**src/core/sfc_pkg.sv**
```systemverilog
// Purpose: Shared constants and types of the serial frame-format port
// Assumes: 32-bit plain register port, 50 MHz system clock
// Notes: Offsets are byte addresses of aligned words

package sfc_pkg;

    // ****************************************
    // Sizes and timing
    // ****************************************
    localparam int DATA_W = 8; // Bits per frame
    localparam int FIFO_DEPTH = 8; // Transmit buffer words
    localparam int CLK_PERIOD_NS = 20; // System clock period
    localparam int SCK_PERIOD_NS = 160; // Serial clock period in master mode
    // Half serial period in system cycles, rounded up
    localparam int SCK_HALF_CYC = (SCK_PERIOD_NS + 2 * CLK_PERIOD_NS - 1) / (2 * CLK_PERIOD_NS);

    // ****************************************
    // Register map
    // ****************************************
    localparam logic [7:0] OFS_PORT_CONF = 8'h00; // serial_port_configuration
    localparam logic [7:0] OFS_TIMING_GAP = 8'h04; // timing_gap_reg
    localparam logic [7:0] OFS_STATUS = 8'h08; // Status flags
    localparam logic [7:0] OFS_TX_WORD = 8'h0c; // tx_word_with_ctrl_reg data
    localparam logic [7:0] OFS_RX_WORD = 8'h10; // rx_word_reg

    // Configuration field positions
    localparam int CF_ENABLE = 0;
    localparam int CF_MASTER = 2;
    localparam int CF_LOW_BIT_FIRST = 3;
    localparam int CF_PHASE = 4;
    localparam int CF_REST = 5;
    localparam int CF_LOOP = 7;
    localparam int CF_SEL_LEVEL = 8;
    localparam logic [31:0] CONF_MASK = 32'h0000_01bd; // Implemented bits
    localparam logic [31:0] CONF_RESET = 32'h0000_0000;

    // Timing gap field positions
    localparam int GF_PRE = 0;
    localparam int GF_POST = 4;
    localparam int GF_FRAME = 8;
    localparam int GF_XFER = 12;
    localparam logic [15:0] GAP_RESET = 16'h0000;

    // Status bit positions
    localparam int SF_RX_VALID = 0;
    localparam int SF_TX_READY = 1;
    localparam int SF_BUSY = 2;
    localparam int SF_SEL_SEEN = 3;

    // Master sequencer states
    typedef enum logic [2:0] {
        M_IDLE = 3'h0,
        M_PRE = 3'h1,
        M_SHIFT = 3'h2,
        M_FGAP = 3'h3,
        M_POST = 3'h4,
        M_XGAP = 3'h5
    } sfc_mstate_e;

endpackage

```
**src/core/sfc_sync.sv**
```systemverilog
// Purpose: Two-stage synchroniser for pin inputs
// Assumes: Inputs are asynchronous to i_clock
// Notes: Only the second stage is visible outside

`timescale 1ns/1ns
`default_nettype none

module sfc_sync #(
    parameter int WIDTH = 4
) (
    input wire logic i_clock,
    input wire logic i_rst,
    input wire logic [WIDTH-1:0] i_async,
    output logic [WIDTH-1:0] o_sync
);

    // ****************************************
    // Stages
    // ****************************************
    logic [WIDTH-1:0] meta_q; // First stage, read only by second
    logic [WIDTH-1:0] sync_q; // Second stage

    // Shift pins through both stages
    always_ff @(posedge i_clock) begin
        if (i_rst) begin
            meta_q <= '0;
            sync_q <= '0;
        end else begin
            meta_q <= i_async;
            sync_q <= meta_q;
        end
    end

    assign o_sync = sync_q;

endmodule

`default_nettype wire

```
**src/core/sfc_fifo.sv**
```systemverilog
// Purpose: Transmit word buffer with valid/ready on both sides
// Assumes: DEPTH is a power of two
// Notes: Push when full and pop when empty are ignored

`timescale 1ns/1ns
`default_nettype none

module sfc_fifo #(
    parameter int WIDTH = 8,
    parameter int DEPTH = 8
) (
    input wire logic i_clock,
    input wire logic i_rst,
    input wire logic [WIDTH-1:0] i_data,
    input wire logic i_valid,
    output logic o_ready,
    output logic [WIDTH-1:0] o_data,
    output logic o_valid,
    input wire logic i_ready
);

    // ****************************************
    // Storage and pointers
    // ****************************************
    localparam int AW = $clog2(DEPTH);
    logic [WIDTH-1:0] mem_q [DEPTH]; // Word storage
    logic [AW:0] wp_q, wp_d; // Write pointer with wrap bit
    logic [AW:0] rp_q, rp_d; // Read pointer with wrap bit
    logic do_push, do_pop;

    assign o_valid = (wp_q != rp_q);
    assign o_ready = (wp_q[AW-1:0] != rp_q[AW-1:0]) || (wp_q[AW] == rp_q[AW]);
    assign o_data = mem_q[rp_q[AW-1:0]];

    // Pointer advance
    always_comb begin
        do_push = i_valid && o_ready;
        do_pop = i_ready && o_valid;
        wp_d = do_push ? wp_q + 1'b1 : wp_q;
        rp_d = do_pop ? rp_q + 1'b1 : rp_q;
    end

    // Pointers and storage
    always_ff @(posedge i_clock) begin
        if (i_rst) begin
            wp_q <= '0;
            rp_q <= '0;
        end else begin
            wp_q <= wp_d;
            rp_q <= rp_d;
        end
        if (do_push) begin
            mem_q[wp_q[AW-1:0]] <= i_data;
        end
    end

endmodule

`default_nettype wire

```
**src/core/sfc_port.sv**
```systemverilog
// Purpose: Serial peripheral port with configurable frame format
// Assumes: Plain register port, pins sampled through synchronisers
// Notes: Master sequencing counts in half serial periods
// Functional notes
// - Bit-order set shifts least significant first
// - Phase zero samples first edge, changes next
// - Phase one changes first edge, samples next
// - Polarity field sets clock rest level
// - Master loopback feeds transmit into receive
// - Select polarity zero: active-low, no inversion
// - Select polarity one: active-high, inverted
// - Delays only in master, serial periods
// - One period from select to first edge

`timescale 1ns/1ns
`default_nettype none

module sfc_port #(
    parameter int DATA_W = sfc_pkg::DATA_W,
    parameter int FIFO_DEPTH = sfc_pkg::FIFO_DEPTH,
    parameter int HALF_CYC = sfc_pkg::SCK_HALF_CYC
) (
    input wire logic i_clock,
    input wire logic i_rst,
    input wire logic [7:0] i_addr,
    input wire logic [31:0] i_wdata,
    input wire logic i_wr,
    input wire logic i_rd,
    output logic [31:0] o_rdata,
    input wire logic i_sck,
    output logic o_sck,
    output logic o_sck_oe,
    input wire logic i_mosi,
    output logic o_mosi,
    output logic o_mosi_oe,
    input wire logic i_miso,
    output logic o_miso,
    output logic o_miso_oe,
    input wire logic i_ssel,
    output logic o_ssel,
    output logic o_ssel_oe
);

    // ****************************************
    // Declarations
    // ****************************************
    localparam int ECW = $clog2(2 * DATA_W); // Edge counter width
    localparam int BCW = $clog2(DATA_W); // Bit counter width
    localparam logic [ECW-1:0] LAST_EDGE = ECW'(2 * DATA_W - 1);
    localparam logic [BCW-1:0] LAST_BIT = BCW'(DATA_W - 1);
    localparam logic [7:0] HALF_LAST = 8'(HALF_CYC - 1);

    logic [31:0] conf_q, conf_d; // serial_port_configuration
    logic [15:0] gap_q, gap_d; // timing_gap_reg
    logic [DATA_W-1:0] rxw_q, rxw_d; // rx_word_reg contents
    logic rxv_q, rxv_d; // Received word waiting
    logic [31:0] rdata_q, rdata_d; // Read answer
    sfc_pkg::sfc_mstate_e m_state_q, m_state_d; // Master sequencer
    logic [7:0] div_q, div_d; // Half-period divider
    logic [5:0] cnt_q, cnt_d; // Delay count in half periods
    logic [ECW-1:0] edge_q, edge_d; // Master edge index
    logic [BCW-1:0] bit_q, bit_d; // Sampled bit index
    logic [DATA_W-1:0] sh_q, sh_d; // Transmit shifter
    logic [DATA_W-1:0] rx_q, rx_d; // Receive shifter
    logic [DATA_W-1:0] txw_q, txw_d; // Word last loaded
    logic out_q, out_d; // Serial data out bit
    logic fresh_q, fresh_d; // Skip next change event
    logic sck_q, sck_d; // Master clock level
    logic sel_q, sel_d; // Select field, one is idle
    logic pin_sel_q; // Select pin level
    logic m_oe_q, s_oe_q; // Output enables
    logic sck_p_q; // Previous synced serial clock
    logic sl_act_q; // Slave select seen last cycle
    logic [8:0] pre_cyc_q; // Cycles spent in the M_PRE wait

    logic [3:0] pin_s; // Synced sck, mosi, miso, ssel
    logic en, is_master, is_slave, low_bit_first, phase, rest, loop_on, sel_pol;
    logic tick, wait_done, lead, trail, sample, change, load, mid_load;
    logic rx_push, rx_bit, sl_active, sl_start, sck_edge, sel_field_in;
    logic fifo_ready, fifo_valid, fifo_pop, tx_write;
    logic [DATA_W-1:0] fifo_data, sh_next, word;

    // Field decode
    assign en = conf_q[sfc_pkg::CF_ENABLE];
    assign is_master = en && conf_q[sfc_pkg::CF_MASTER];
    assign is_slave = en && !conf_q[sfc_pkg::CF_MASTER];
    assign low_bit_first = conf_q[sfc_pkg::CF_LOW_BIT_FIRST];
    assign phase = conf_q[sfc_pkg::CF_PHASE];
    assign rest = conf_q[sfc_pkg::CF_REST];
    assign loop_on = conf_q[sfc_pkg::CF_LOOP];
    assign sel_pol = conf_q[sfc_pkg::CF_SEL_LEVEL];
    assign tx_write = i_wr && (i_addr == sfc_pkg::OFS_TX_WORD);

    // ****************************************
    // Pin synchronisers and transmit buffer
    // ****************************************
    sfc_sync #(
        .WIDTH(4)
    ) u_sync (
        .i_clock(i_clock),
        .i_rst(i_rst),
        .i_async({i_sck, i_mosi, i_miso, i_ssel}),
        .o_sync(pin_s)
    );

    sfc_fifo #(
        .WIDTH(DATA_W),
        .DEPTH(FIFO_DEPTH)
    ) u_fifo (
        .i_clock(i_clock),
        .i_rst(i_rst),
        .i_data(i_wdata[DATA_W-1:0]),
        .i_valid(tx_write),
        .o_ready(fifo_ready),
        .o_data(fifo_data),
        .o_valid(fifo_valid),
        .i_ready(fifo_pop)
    );

    // ****************************************
    // Register file
    // ****************************************
    // Writes, reads and received-word flag
    always_comb begin
        conf_d = conf_q;
        gap_d = gap_q;
        rdata_d = 32'h0000_0000;
        rxw_d = rx_push ? rx_d : rxw_q;
        rxv_d = rxv_q;
        if (i_wr && i_addr == sfc_pkg::OFS_PORT_CONF) begin
            conf_d = i_wdata & sfc_pkg::CONF_MASK;
        end
        if (i_wr && i_addr == sfc_pkg::OFS_TIMING_GAP) begin
            gap_d = i_wdata[15:0];
        end
        if (i_rd) begin
            case (i_addr)
                sfc_pkg::OFS_PORT_CONF: rdata_d = conf_q;
                sfc_pkg::OFS_TIMING_GAP: rdata_d = {16'h0000, gap_q};
                sfc_pkg::OFS_STATUS: begin
                    rdata_d[sfc_pkg::SF_RX_VALID] = rxv_q;
                    rdata_d[sfc_pkg::SF_TX_READY] = fifo_ready;
                    rdata_d[sfc_pkg::SF_BUSY] = (m_state_q != sfc_pkg::M_IDLE);
                    rdata_d[sfc_pkg::SF_SEL_SEEN] = sel_field_in;
                end
                sfc_pkg::OFS_RX_WORD: begin
                    rdata_d = {{(32 - DATA_W){1'b0}}, rxw_q};
                    rxv_d = 1'b0;
                end
                default: rdata_d = 32'h0000_0000; // Unmapped reads zero
            endcase
        end
        if (rx_push) begin
            rxv_d = 1'b1; // New word wins over a read clear
        end
    end

    // Register file storage
    always_ff @(posedge i_clock) begin
        if (i_rst) begin
            conf_q <= sfc_pkg::CONF_RESET;
            gap_q <= sfc_pkg::GAP_RESET;
            rxw_q <= '0;
            rxv_q <= 1'b0;
            rdata_q <= 32'h0000_0000;
        end else begin
            conf_q <= conf_d;
            gap_q <= gap_d;
            rxw_q <= rxw_d;
            rxv_q <= rxv_d;
            rdata_q <= rdata_d;
        end
    end

    // ****************************************
    // Serial engine
    // ****************************************
    // Select field seen on pin, zero means asserted
    assign sel_field_in = pin_s[0] ^ sel_pol;
    assign sl_active = is_slave && !sel_field_in;
    assign sl_start = sl_active && !sl_act_q;
    assign sck_edge = pin_s[3] != sck_p_q;
    assign tick = (div_q == HALF_LAST);
    // Loopback takes our own data out, not the pin
    assign rx_bit = is_master ? (loop_on ? out_q : pin_s[1]) : pin_s[2];
    // Next shifter value in the chosen bit order
    assign sh_next = low_bit_first ? {1'b0, sh_q[DATA_W-1:1]} : {sh_q[DATA_W-2:0], 1'b0};

    // Sequencer, shifters and pin levels
    always_comb begin
        m_state_d = m_state_q;
        div_d = tick ? 8'h00 : div_q + 8'h01;
        cnt_d = cnt_q;
        edge_d = edge_q;
        bit_d = bit_q;
        sh_d = sh_q;
        rx_d = rx_q;
        txw_d = txw_q;
        out_d = out_q;
        fresh_d = fresh_q;
        sck_d = sck_q;
        sel_d = sel_q;
        fifo_pop = 1'b0;
        load = 1'b0;
        mid_load = 1'b0;
        lead = 1'b0;
        trail = 1'b0;
        rx_push = 1'b0;
        word = '0;
        wait_done = (cnt_q == 6'h00) || (tick && cnt_q == 6'h01);
        if (tick && cnt_q != 6'h00) begin
            cnt_d = cnt_q - 6'h01;
        end
        case (m_state_q)
            sfc_pkg::M_IDLE: begin
                sck_d = rest;
                sel_d = 1'b1;
                if (is_master && fifo_valid) begin
                    sel_d = 1'b0;
                    // Restart divider so the select-to-edge time is exact
                    div_d = 8'h00;
                    // Pre-frame gap plus one half period; first shift tick adds the other
                    cnt_d = {1'b0, gap_q[sfc_pkg::GF_PRE +: 4], 1'b0} + 6'h01;
                    load = 1'b1;
                    m_state_d = sfc_pkg::M_PRE;
                end
            end
            sfc_pkg::M_PRE: begin
                if (wait_done) begin
                    edge_d = '0;
                    m_state_d = sfc_pkg::M_SHIFT;
                end
            end
            sfc_pkg::M_SHIFT: begin
                if (tick) begin
                    sck_d = ~sck_q;
                    lead = !edge_q[0];
                    trail = edge_q[0];
                    edge_d = edge_q + 1'b1;
                    if (edge_q == LAST_EDGE) begin
                        if (fifo_valid) begin
                            cnt_d = {1'b0, gap_q[sfc_pkg::GF_FRAME +: 4], 1'b0};
                            m_state_d = sfc_pkg::M_FGAP;
                        end else begin
                            cnt_d = {1'b0, gap_q[sfc_pkg::GF_POST +: 4], 1'b0};
                            m_state_d = sfc_pkg::M_POST;
                        end
                    end
                end
            end
            sfc_pkg::M_FGAP: begin
                if (wait_done) begin
                    load = 1'b1;
                    edge_d = '0;
                    m_state_d = sfc_pkg::M_SHIFT;
                end
            end
            sfc_pkg::M_POST: begin
                if (wait_done) begin
                    sel_d = 1'b1;
                    cnt_d = {1'b0, gap_q[sfc_pkg::GF_XFER +: 4], 1'b0} + 6'h02;
                    m_state_d = sfc_pkg::M_XGAP;
                end
            end
            sfc_pkg::M_XGAP: begin
                if (wait_done) begin
                    m_state_d = sfc_pkg::M_IDLE;
                end
            end
            default: m_state_d = sfc_pkg::M_IDLE;
        endcase
        // Slave edges come from the synced pin clock
        if (sl_active) begin
            lead = sck_edge && (pin_s[3] != rest);
            trail = sck_edge && (pin_s[3] == rest);
            load = sl_start;
        end else if (is_slave) begin
            bit_d = '0;
        end
        sample = phase ? trail : lead;
        change = phase ? lead : trail;
        if (change) begin
            if (fresh_q) begin
                fresh_d = 1'b0;
            end else begin
                sh_d = sh_next;
                out_d = low_bit_first ? sh_next[0] : sh_next[DATA_W-1];
            end
        end
        if (sample) begin
            rx_d = low_bit_first ? {rx_bit, rx_q[DATA_W-1:1]} : {rx_q[DATA_W-2:0], rx_bit};
            bit_d = bit_q + 1'b1;
            if (bit_q == LAST_BIT) begin
                rx_push = 1'b1;
                bit_d = '0;
                mid_load = sl_active;
                load = load || sl_active;
            end
        end
        if (load) begin
            word = fifo_valid ? fifo_data : '0;
            fifo_pop = fifo_valid;
            sh_d = word;
            txw_d = word;
            out_d = low_bit_first ? word[0] : word[DATA_W-1];
            fresh_d = mid_load || phase;
            bit_d = '0;
        end
        // Outside master mode the sequencer and its delays stay idle
        if (!is_master) begin
            m_state_d = sfc_pkg::M_IDLE;
            sel_d = 1'b1;
            sck_d = rest;
        end
    end

    // Serial engine storage
    always_ff @(posedge i_clock) begin
        if (i_rst) begin
            m_state_q <= sfc_pkg::M_IDLE;
            div_q <= 8'h00;
            cnt_q <= 6'h00;
            edge_q <= '0;
            bit_q <= '0;
            sh_q <= '0;
            rx_q <= '0;
            txw_q <= '0;
            out_q <= 1'b0;
            fresh_q <= 1'b0;
            sck_q <= 1'b0;
            sel_q <= 1'b1;
            pin_sel_q <= 1'b1;
            m_oe_q <= 1'b0;
            s_oe_q <= 1'b0;
            sck_p_q <= 1'b0;
            sl_act_q <= 1'b0;
            pre_cyc_q <= 9'h000;
        end else begin
            m_state_q <= m_state_d;
            div_q <= div_d;
            cnt_q <= cnt_d;
            edge_q <= edge_d;
            bit_q <= bit_d;
            sh_q <= sh_d;
            rx_q <= rx_d;
            txw_q <= txw_d;
            out_q <= out_d;
            fresh_q <= fresh_d;
            sck_q <= sck_d;
            sel_q <= sel_d;
            pin_sel_q <= sel_d ^ sel_pol;
            m_oe_q <= is_master;
            s_oe_q <= sl_active;
            sck_p_q <= pin_s[3];
            sl_act_q <= sl_active;
            pre_cyc_q <= (m_state_q == sfc_pkg::M_PRE) ? pre_cyc_q + 9'h001 : 9'h000;
        end
    end

    // Pins and read data straight from flops
    assign o_rdata = rdata_q;
    assign o_sck = sck_q;
    assign o_sck_oe = m_oe_q;
    assign o_mosi = out_q;
    assign o_mosi_oe = m_oe_q;
    assign o_miso = out_q;
    assign o_miso_oe = s_oe_q;
    assign o_ssel = pin_sel_q;
    assign o_ssel_oe = m_oe_q;

    // ****************************************
    // Assertions
    // ****************************************
    a_lsb_first_out: assert property (@(posedge i_clock) disable iff (i_rst)
        (is_master && load && low_bit_first) |=> (out_q == txw_q[0]))
        else $error("first bit out is not the low bit");
    a_phase0_change: assert property (@(posedge i_clock) disable iff (i_rst)
        (m_state_q == sfc_pkg::M_SHIFT && $past(m_state_q) == sfc_pkg::M_SHIFT
        && !phase && $changed(out_q)) |-> $past(trail))
        else $error("phase zero data changed off a trailing edge");
    a_phase1_change: assert property (@(posedge i_clock) disable iff (i_rst)
        (m_state_q == sfc_pkg::M_SHIFT && $past(m_state_q) == sfc_pkg::M_SHIFT
        && phase && $changed(out_q)) |-> $past(lead))
        else $error("phase one data changed off a leading edge");
    a_clock_rest: assert property (@(posedge i_clock) disable iff (i_rst)
        ($past(m_state_q) == sfc_pkg::M_IDLE) |-> (sck_q == $past(rest)))
        else $error("serial clock not at rest level");
    a_loop_echo: assert property (@(posedge i_clock) disable iff (i_rst)
        (rx_push && is_master && loop_on) |-> (rx_d == txw_q))
        else $error("loopback word differs from sent word");
    a_sel_low: assert property (@(posedge i_clock) disable iff (i_rst)
        (m_state_q == sfc_pkg::M_SHIFT && !sel_pol && $stable(sel_pol)) |-> !o_ssel)
        else $error("select not low in frame");
    a_sel_high: assert property (@(posedge i_clock) disable iff (i_rst)
        (m_state_q == sfc_pkg::M_SHIFT && sel_pol && $stable(sel_pol)) |-> o_ssel)
        else $error("select not high in frame");
    a_slave_no_seq: assert property (@(posedge i_clock) disable iff (i_rst)
        !is_master |=> (m_state_q == sfc_pkg::M_IDLE))
        else $error("sequencer ran outside master mode");
    a_reset_zero: assert property (@(posedge i_clock) disable iff (i_rst)
        $past(i_rst) |-> (conf_q == 32'h0000_0000))
        else $error("format fields not zero after reset");
    a_pre_gap: assert property (@(posedge i_clock) disable iff (i_rst)
        (m_state_q == sfc_pkg::M_PRE && m_state_d == sfc_pkg::M_SHIFT)
        |-> (int'(pre_cyc_q) + 1 == (2 * int'(gap_q[3:0]) + 1) * HALF_CYC))
        else $error("first edge came too soon after select");

endmodule

`default_nettype wire

```
**config.mk**
```make
export PLATFORM = sky130hd
export DESIGN_NAME = sfc_port
export DESIGN_NICKNAME = d
export VERILOG_FILES = /design/src/core/sfc_pkg.sv /design/src/core/sfc_sync.sv /design/src/core/sfc_fifo.sv /design/src/core/sfc_port.sv
export SDC_FILE = /design/constraint.sdc
export NUM_CORES = 1
export LEC_CHECK = 0
export ABC_AREA = 1
export BUFFER_PORTS_ARGS = -buffer_cell sky130_fd_sc_hd__clkbuf_2
export CELL_PAD_IN_SITES_DETAIL_PLACEMENT = 1
export CELL_PAD_IN_SITES_GLOBAL_PLACEMENT = 1
export CORE_MARGIN = 2
export CORE_UTILIZATION = 35
export CTS_BUF_LIST = sky130_fd_sc_hd__clkbuf_8
export DETAILED_ROUTE_END_ITERATION = 8
export PLACE_DENSITY = 0.68
export REMOVE_ABC_BUFFERS = 1
export SKIP_LAST_GASP = 1
export SLEW_MARGIN = 20
export SYNTH_ARGS = -nofsm -noshare
export SYNTH_HDL_FRONTEND = slang
export SYNTH_SLANG_ARGS = --single-unit
```
**constraint.sdc**
```tcl
create_clock -name i_clock -period 4.6 [get_ports i_clock]
set_input_delay 0.92 -clock i_clock [delete_from_list [all_inputs] [get_ports i_clock]]
set_output_delay 0.92 -clock i_clock [all_outputs]
set_load 0.02 [all_outputs]
```
==> results.sh, run 1 <==
export IMPL_status="finished clean"
export IMPL_synthesized_area_divided_by_synthesized_cell_count_um2=8.58
export IMPL_finish_instance_area_um2=9030
export IMPL_critical_path_startpoint_type="flip-flop"
export IMPL_worst_slew_pin_transition_ps=1020
export IMPL_synthArstFlopShare_pct=0
export IMPL_critPathMaxStageDelay_ps=560
export IMPL_fin_hold_ws_ps=412
export IMPL_hold_start="u_sync.meta_q[1]"
export IMPL_initial_util_pct=35.7
export IMPL_cts_buffer_depth=2
export IMPL_slowest_stage_cell_crit_path="sky130_fd_sc_hd__inv_1"
export IMPL_worst_path_buf_inv=3
export IMPL_cts_htree_levels=4
export IMPL_synth_top_cell_by_area="sky130_fd_sc_hd__dfxtp_1"
export IMPL_die_width_um=156
export IMPL_cts_clk_slew_worst_paths_ps=90
export IMPL_relSlewSlack_pct=31.7
export IMPL_timing_final_ws_setup_ps=2220
export IMPL_detail_route_wirelength_mm=20.8
export IMPL_gp_routability_congestion=0.806
export IMPL_synth_most_common_cell="sky130_fd_sc_hd__nand2_1"
export IMPL_timing_reg2reg_worst_path_depth=9
export IMPL_cts_hold_buf=0
export IMPL_fin_crit_sh_pct=51.8
export IMPL_synth_cells=944
export IMPL_grt_overflow_total=0
export IMPL_fmax_mhz=420
export IMPL_period_minus_slack_ps=2380
export IMPL_design_portCount=88
export IMPL_grt_start_max_net_pins=51
export IMPL_placement_cell_area_um2=8580
export IMPL_setup_reg_to_reg_worst_slack_ps=2220
export IMPL_cts_post_setup_buffers_inserted=0
export IMPL_p_leak_nw=3.62
export IMPL_first_global_vias=6334
export IMPL_total_number_of_yosys_warnings=0
export IMPL_number_of_antenna_violations_at_the_first_check_in_global_routing=0
export IMPL_tritoncts_num_sinks=179
export IMPL_drt_first_iter_violations=350
export IMPL_synthesis_area_um2=8100
export IMPL_synth_cells_most_frequent="174 x sky130_fd_sc_hd__nand2_1, 115 x sky130_fd_sc_hd__dfxtp_1, 102 x sky130_fd_sc_hd__inv_1"
export IMPL_synth_seq_area_share_pct=52.1
export IMPL_global_route_usage_total_pct=18.0
export IMPL_hold_violations=0
export IMPL_route_vias_total=6396
export IMPL_final_setup_viol_count=0
export IMPL_ys_seq_elements=179
export IMPL_path_max_fanout=33
export IMPL_worstHoldPathType="reg -> reg"
export IMPL_clock_tree_root_cell="sky130_fd_sc_hd__clkbuf_8"
export IMPL_viasPerCell=4.96
export IMPL_design_core_area_um2=22700
export IMPL_cts_buffers=17
export IMPL_dr_pass1_iters=4
export IMPL_critical_path_top_delay_family="buffers and inverters"
export IMPL_rr_endpoint="sh_q[0]"
export IMPL_die_area_um2=24400
export IMPL_timing_worst_setup_path_type="reg -> reg"
export IMPL_synth_flop_cell="sky130_fd_sc_hd__dfxtp_1"
export IMPL_required_time_of_the_worst_setup_path_ps=4970
export IMPL_place_hpwl_mm=15.1
export IMPL_timing_critical_path_to_type="flip-flop"
export IMPL_netlist_cell_type_count=43
export IMPL_fin_setup_tns_ps=0
export IMPL_antenna_violating_nets_post_route=0
export IMPL_placement_setup_worst_slack_ps=1750
export IMPL_clk_latency_ps=470
export IMPL_n_antenna_cell=0
export IMPL_max_cap_violations=0
export IMPL_power_density_nw_per_um2=328
export IMPL_drc=0
export IMPL_routedWlPerCell_um=16.1
export IMPL_placementRows=55
export IMPL_clock_skew_final_ps=11.5
export IMPL_finalPower_w=0.00296
export IMPL_ir_drop_worst_vdd_v=0.000157
export IMPL_final_max_slew_violation_count=0
export IMPL_timing_hold_worst_path_depth=2
export IMPL_yosys_area_top_type_share_pct=28.4
export IMPL_grt_pass1_wl_mm=33.8
export IMPL_rsz0062_at_grt="false"
export IMPL_yosys_top_cells_area="sky130_fd_sc_hd__dfxtp_1 28%, sky130_fd_sc_hd__edfxtp_1 24%, sky130_fd_sc_hd__nand2_1 8.1%, sky130_fd_sc_hd__o21ai_0 4.9%, sky130_fd_sc_hd__inv_1 4.7%"
export IMPL_clock_tree_from_tritoncts="yes"
export IMPL_drive_above_1_share_pct=14.6
export IMPL_synth_edf_count=64
export IMPL_chipHeight_um=156
export IMPL_hold_end="u_sync.o_sync[1]"
export IMPL_io_buffers=55
export IMPL_post_cts_resized_instances=0
export IMPL_critical_path_arrival_ps=2760
export IMPL_worstPathCellList="buf_4 -> inv_1 -> o21ai_0 -> o211ai_1 -> and3_1 -> nand3_1 -> nand3_1 -> nand2_1 -> inv_1"
export IMPL_final_net_count=1050
export IMPL_area_growth_pct=11.4
-- through the flow --
step,utilization [%],cells
finish,39.8,1290
global route,39.8,1290
CTS,39.8,1290
detailed placement,37.8,1258
global placement,37.8,1258
floorplan,-,906
-- routing by layer --
| metal | share of wire (%) | vias up | GRT usage (%) | routed length, um |
|---|---|---|---|---|
| met5 | 0 | - | 0 | 0 |
| met4 | 1.4 | 0 | 5.16 | 291 |
| met3 | 4.3 | 25 | 4.14 | 892 |
| met2 | 47 | 108 | 29.2 | 9700 |
| met1 | 48 | 3061 | 23.9 | 9940 |
| li1 | - | 3202 | - | - |
-- worst register-to-register path: stages (launching register included) --
cell	delay (ps)
sky130_fd_sc_hd__dfxtp_1	320
sky130_fd_sc_hd__buf_4	350
sky130_fd_sc_hd__inv_1	570
sky130_fd_sc_hd__o21ai_0	340
sky130_fd_sc_hd__o211ai_1	170
sky130_fd_sc_hd__and3_1	250
sky130_fd_sc_hd__nand3_1	90
sky130_fd_sc_hd__nand3_1	80
sky130_fd_sc_hd__nand2_1	70
sky130_fd_sc_hd__inv_1	40
-- cells by family after synthesis --
kind of cell             after synthesis  synth area share, %
AND/OR/NAND/NOR                      379                 22.1
multiplexers                           1                0.124
other                                  1               0.0463
adder cells (fa/ha/maj)               10                 1.54
XOR/XNOR                              16                 1.73
flip-flops                           179                 52.1
buffers and inverters                162                 8.85
AO/OA/AOI/OAI                        196                 13.5
-- placed cells by master, fill, tap and decap left out, types with 8 or more instances in the layout --
| cell type | n |
|---|---|
| sky130_fd_sc_hd__o21ai_0 | 79 |
| sky130_fd_sc_hd__inv_1 | 102 |
| sky130_fd_sc_hd__clkbuf_2 | 55 |
| sky130_fd_sc_hd__conb_1 | 16 |
| sky130_fd_sc_hd__nor3_1 | 16 |
| sky130_fd_sc_hd__ha_1 | 10 |
| sky130_fd_sc_hd__a31oi_1 | 13 |
| sky130_fd_sc_hd__nor2_1 | 92 |
| sky130_fd_sc_hd__edfxtp_1 | 64 |
| sky130_fd_sc_hd__xor2_1 | 12 |
| sky130_fd_sc_hd__buf_4 | 12 |
| sky130_fd_sc_hd__nand2_2 | 10 |
| sky130_fd_sc_hd__a21oi_1 | 65 |
| sky130_fd_sc_hd__nand2_1 | 174 |
| sky130_fd_sc_hd__o211ai_1 | 8 |
| sky130_fd_sc_hd__nor2_2 | 10 |
| sky130_fd_sc_hd__dfxtp_1 | 115 |
| sky130_fd_sc_hd__nand3_1 | 44 |
| sky130_fd_sc_hd__clkbuf_8 | 20 |
-- power breakdown --
| part | total (W) | internal, W | switching (W) |
|---|---|---|---|
| sequential | 0.00165 | 0.00164 | 0.00000503 |
| clock | 0.00123 | 0.000638 | 0.000589 |
| combinational | 0.0000897 | 0.0000243 | 0.0000654 |
-- how the worst max path moves through the flow --
| stage | to | cells past startpoint |
|---|---|---|
| final | sh_q[0] | 9 |
| after CTS | sh_q[0] | 9 |
| after detailed placement | u_fifo.mem_q[6][6] | 11 |
| after global placement | u_fifo.mem_q[4][6] | 11 |
| after floorplan | u_fifo.mem_q[0][0] | 9 |
| after global routing | o_miso | 10 |
-- sequential cells by signal, summed over array words and instances (netlist names), 4 cells and up, named ones only --
signal,flops
u_fifo.wp_q,4
u_sync.meta_q,4
rxw_q,8
u_sync.o_sync,4
o_rdata,16
gap_q,16
sh_q,8
edge_q,4
cnt_q,6
u_fifo.rp_q,4
conf_q,7
u_fifo.mem_q,64
rx_q,8
div_q,8
-- area by class of cell --
| class | count | area (um^2) |
|---|---|---|
| timing repair buffer | 67 | 365 |
| tap | 285 | 357 |
| sequential | 179 | 4220 |
| clock inverter | 12 | 176 |
| fill | 2713 | 13700 |
| clock buffer | 20 | 275 |
| multi-input combinational | 618 | 3220 |
| inverter | 109 | 414 |
Note: power is estimated with default switching activity, not from simulation.
==> run 2: changes to the inputs <==
PLACE_DENSITY = 0.71   (was 0.68)
clock period = 1.9 ns   (was 4.6 ns; I/O delays follow)
==> run 2 against run 1 <==
Worst hold slack lost 320 ps. Fmax grew 32%. Setup slack lost 2100 ps. Register-to-register slack lost 2100 ps. Highest routed layer unchanged.
==> results.sh, run 2 (synthesized netlist as in run 1, its figures left out) <==
export IMPL_fin_crit_sh_pct=95.0
export IMPL_design_core_area_um2=22700
export IMPL_hold_end="u_sync.meta_q[1]"
export IMPL_viasPerCell=4.99
export IMPL_power_density_nw_per_um2=711
export IMPL_dr_pass1_iters=5
export IMPL_timing_hold_worst_path_depth=3
export IMPL_place_hpwl_mm=16.8
export IMPL_routedWlPerCell_um=16.9
export IMPL_max_cap_violations=0
export IMPL_rsz0062_at_grt="true"
export IMPL_grt_pass1_wl_mm=35.8
export IMPL_timing_reg2reg_worst_path_depth=11
export IMPL_tritoncts_num_sinks=179
export IMPL_setup_reg_to_reg_worst_slack_ps=90
export IMPL_die_area_um2=24400
export IMPL_final_max_slew_violation_count=0
export IMPL_flip_flop_count_of_the_largest_register_after_layout=64
export IMPL_cts_clk_slew_worst_paths_ps=100
export IMPL_period_minus_slack_ps=1810
export IMPL_worst_slew_pin_transition_ps=547
export IMPL_fmax_mhz=554
export IMPL_finish_instance_area_um2=9610
export IMPL_grt_overflow_total=0
export IMPL_grt_start_max_net_pins=33
export IMPL_rr_endpoint="m_state_q[2]"
export IMPL_cp_startpoint="div_q[0]"
export IMPL_placement_setup_worst_slack_ps=-410
export IMPL_initial_util_pct=35.7
export IMPL_area_growth_pct=18.7
export IMPL_timing_final_ws_setup_ps=94.8
export IMPL_final_net_count=1108
export IMPL_route_vias_total=6725
export IMPL_hold_start="i_miso"
export IMPL_path_max_fanout=5
export IMPL_worstHoldPathType="in -> reg"
export IMPL_placement_cell_area_um2=9000
export IMPL_first_global_vias=6617
export IMPL_slowest_stage_cell_crit_path="sky130_fd_sc_hd__dfxtp_2"
export IMPL_clock_tree_root_cell="sky130_fd_sc_hd__clkbuf_8"
export IMPL_hold_violations=0
export IMPL_critical_path_arrival_ps=2170
export IMPL_layout_cells_most_common_list="169 x sky130_fd_sc_hd__nand2_1, 105 x sky130_fd_sc_hd__dfxtp_1, 101 x sky130_fd_sc_hd__inv_1, 87 x sky130_fd_sc_hd__nor2_1, 72 x sky130_fd_sc_hd__o21ai_0"
export IMPL_critical_path_startpoint_type="flip-flop"
export IMPL_final_setup_viol_count=0
export IMPL_chipHeight_um=156
export IMPL_p_leak_nw=3.91
export IMPL_clock_tree_from_tritoncts="yes"
export IMPL_worstPathCellList="ha_4 -> nand2_4 -> nor2_8 -> buf_4 -> nand3_1 -> nand2_2 -> a21boi_4 -> nand2_2 -> nor2_4 -> buf_4 -> a31oi_1"
export IMPL_number_of_antenna_violations_at_the_first_check_in_global_routing=0
export IMPL_die_width_um=156
export IMPL_r2r_start="div_q[0]"
export IMPL_drive_above_1_share_pct=22.0
export IMPL_antenna_violating_nets_post_route=0
export IMPL_critical_path_top_delay_family="simple AND/OR/NAND/NOR gates"
export IMPL_most_common_cell_after_layout_fill_and_taps_aside="sky130_fd_sc_hd__nand2_1"
export IMPL_placementRows=55
export IMPL_drt_first_iter_violations=380
export IMPL_n_antenna_cell=0
export IMPL_relSlewSlack_pct=63.5
export IMPL_cts_buffers=17
export IMPL_cts_htree_levels=4
export IMPL_timing_critical_path_to_type="flip-flop"
export IMPL_timing_worst_setup_path_type="reg -> reg"
export IMPL_io_buffers=55
export IMPL_drc=0
export IMPL_worst_path_buf_inv=2
export IMPL_global_route_usage_total_pct=19.2
export IMPL_clock_skew_final_ps=17.5
export IMPL_cts_hold_buf=0
export IMPL_design_portCount=88
export IMPL_ir_drop_worst_vdd_v=0.000333
export IMPL_critPathMaxStageDelay_ps=370
export IMPL_cts_buffer_depth=2
export IMPL_detail_route_wirelength_mm=22.8
export IMPL_gp_routability_congestion=0.800
export IMPL_clk_latency_ps=480
export IMPL_status="finished clean"
export IMPL_required_time_of_the_worst_setup_path_ps=2270
[run 2: cell types whose count changed in the layout (fill, tap and decap cells not counted), moves of 7 or more]
| cell | delta |
|---|---|
| sky130_fd_sc_hd__dfxtp_1 | -10 |
| sky130_fd_sc_hd__dfxtp_2 | +10 |
| sky130_fd_sc_hd__o21ai_0 | -7 |
| sky130_fd_sc_hd__o21ai_1 | +7 |
| sky130_fd_sc_hd__buf_4 | +52 |
[run 2: worst max-delay path by stage]
stage / end / slack (ps) / depth (start not counted)
floorplan: u_fifo.mem_q[0][0] / -320 / 9
global route: sh_q[0] / -30 / 14
global placement: u_fifo.mem_q[2][0] / -240 / 11
CTS: u_fifo.mem_q[6][5] / -9 / 8
finish: m_state_q[2] / 90 / 11
detailed placement: u_fifo.mem_q[2][0] / -410 / 11
[run 2: what timing repair did]
action	4_1_cts	5_1_grt
buffers inserted	0	6
setup endpoints to repair	14	106
cloned	0	0
gates resized for setup	4	46
pin swaps	1	8
[run 2: through the flow]
step / TNS (ps) / util (%) / total power [W] / std cells / hold WS, ps
after CTS: -19.2 / 41.4 / 0.00689 / 1342 / 61.4
after global placement: -13060 / 39.6 / 0.00433 / 1310 / 391
after global routing: -84.4 / 42.3 / 0.00705 / 1348 / 73.7
after detailed placement: -20760 / 39.6 / 0.00434 / 1310 / 397
after floorplan: -19910 / - / 0.00419 / 906 / 388
final: 0 / 42.3 / 0.00684 / 1348 / 89.1
[run 2: per-layer routing]
layer	up-vias	global-route usage (%)	part of all wire, %
li1	3315	-	-
met1	3227	25.8	47
met2	147	31.1	47
met3	36	3.42	2.9
met4	0	6.95	2.3
met5	-	0	0
[run 2: layout make-up]
| type | count | area, um^2 |
|---|---|---|
| Fill cell | 2700 | 13100 |
| Clock inverter | 15 | 145 |
| Tap cell | 285 | 357 |
| Clock buffer | 17 | 234 |
| Inverter | 109 | 418 |
| Multi-Input combinational cell | 618 | 3360 |
| Sequential cell | 179 | 4240 |
| Timing Repair Buffer | 125 | 858 |
[run 2: power by group]
group	total [W]	switching [W]	internal [W]
Sequential	0.00399	0.0000141	0.00398
Combinational	0.000273	0.000185	0.0000881
Clock	0.00257	0.00150	0.00107
Total	0.00684	0.00170	0.00514
[run 2: worst register-to-register path, stage by stage (launching register included)]
cell	delay [ps]
sky130_fd_sc_hd__dfxtp_2	370
sky130_fd_sc_hd__ha_4	150
sky130_fd_sc_hd__nand2_4	60
sky130_fd_sc_hd__nor2_8	150
sky130_fd_sc_hd__buf_4	130
sky130_fd_sc_hd__nand3_1	110
sky130_fd_sc_hd__nand2_2	110
sky130_fd_sc_hd__a21boi_4	210
sky130_fd_sc_hd__nand2_2	80
sky130_fd_sc_hd__nor2_4	150
sky130_fd_sc_hd__buf_4	130
sky130_fd_sc_hd__a31oi_1	60
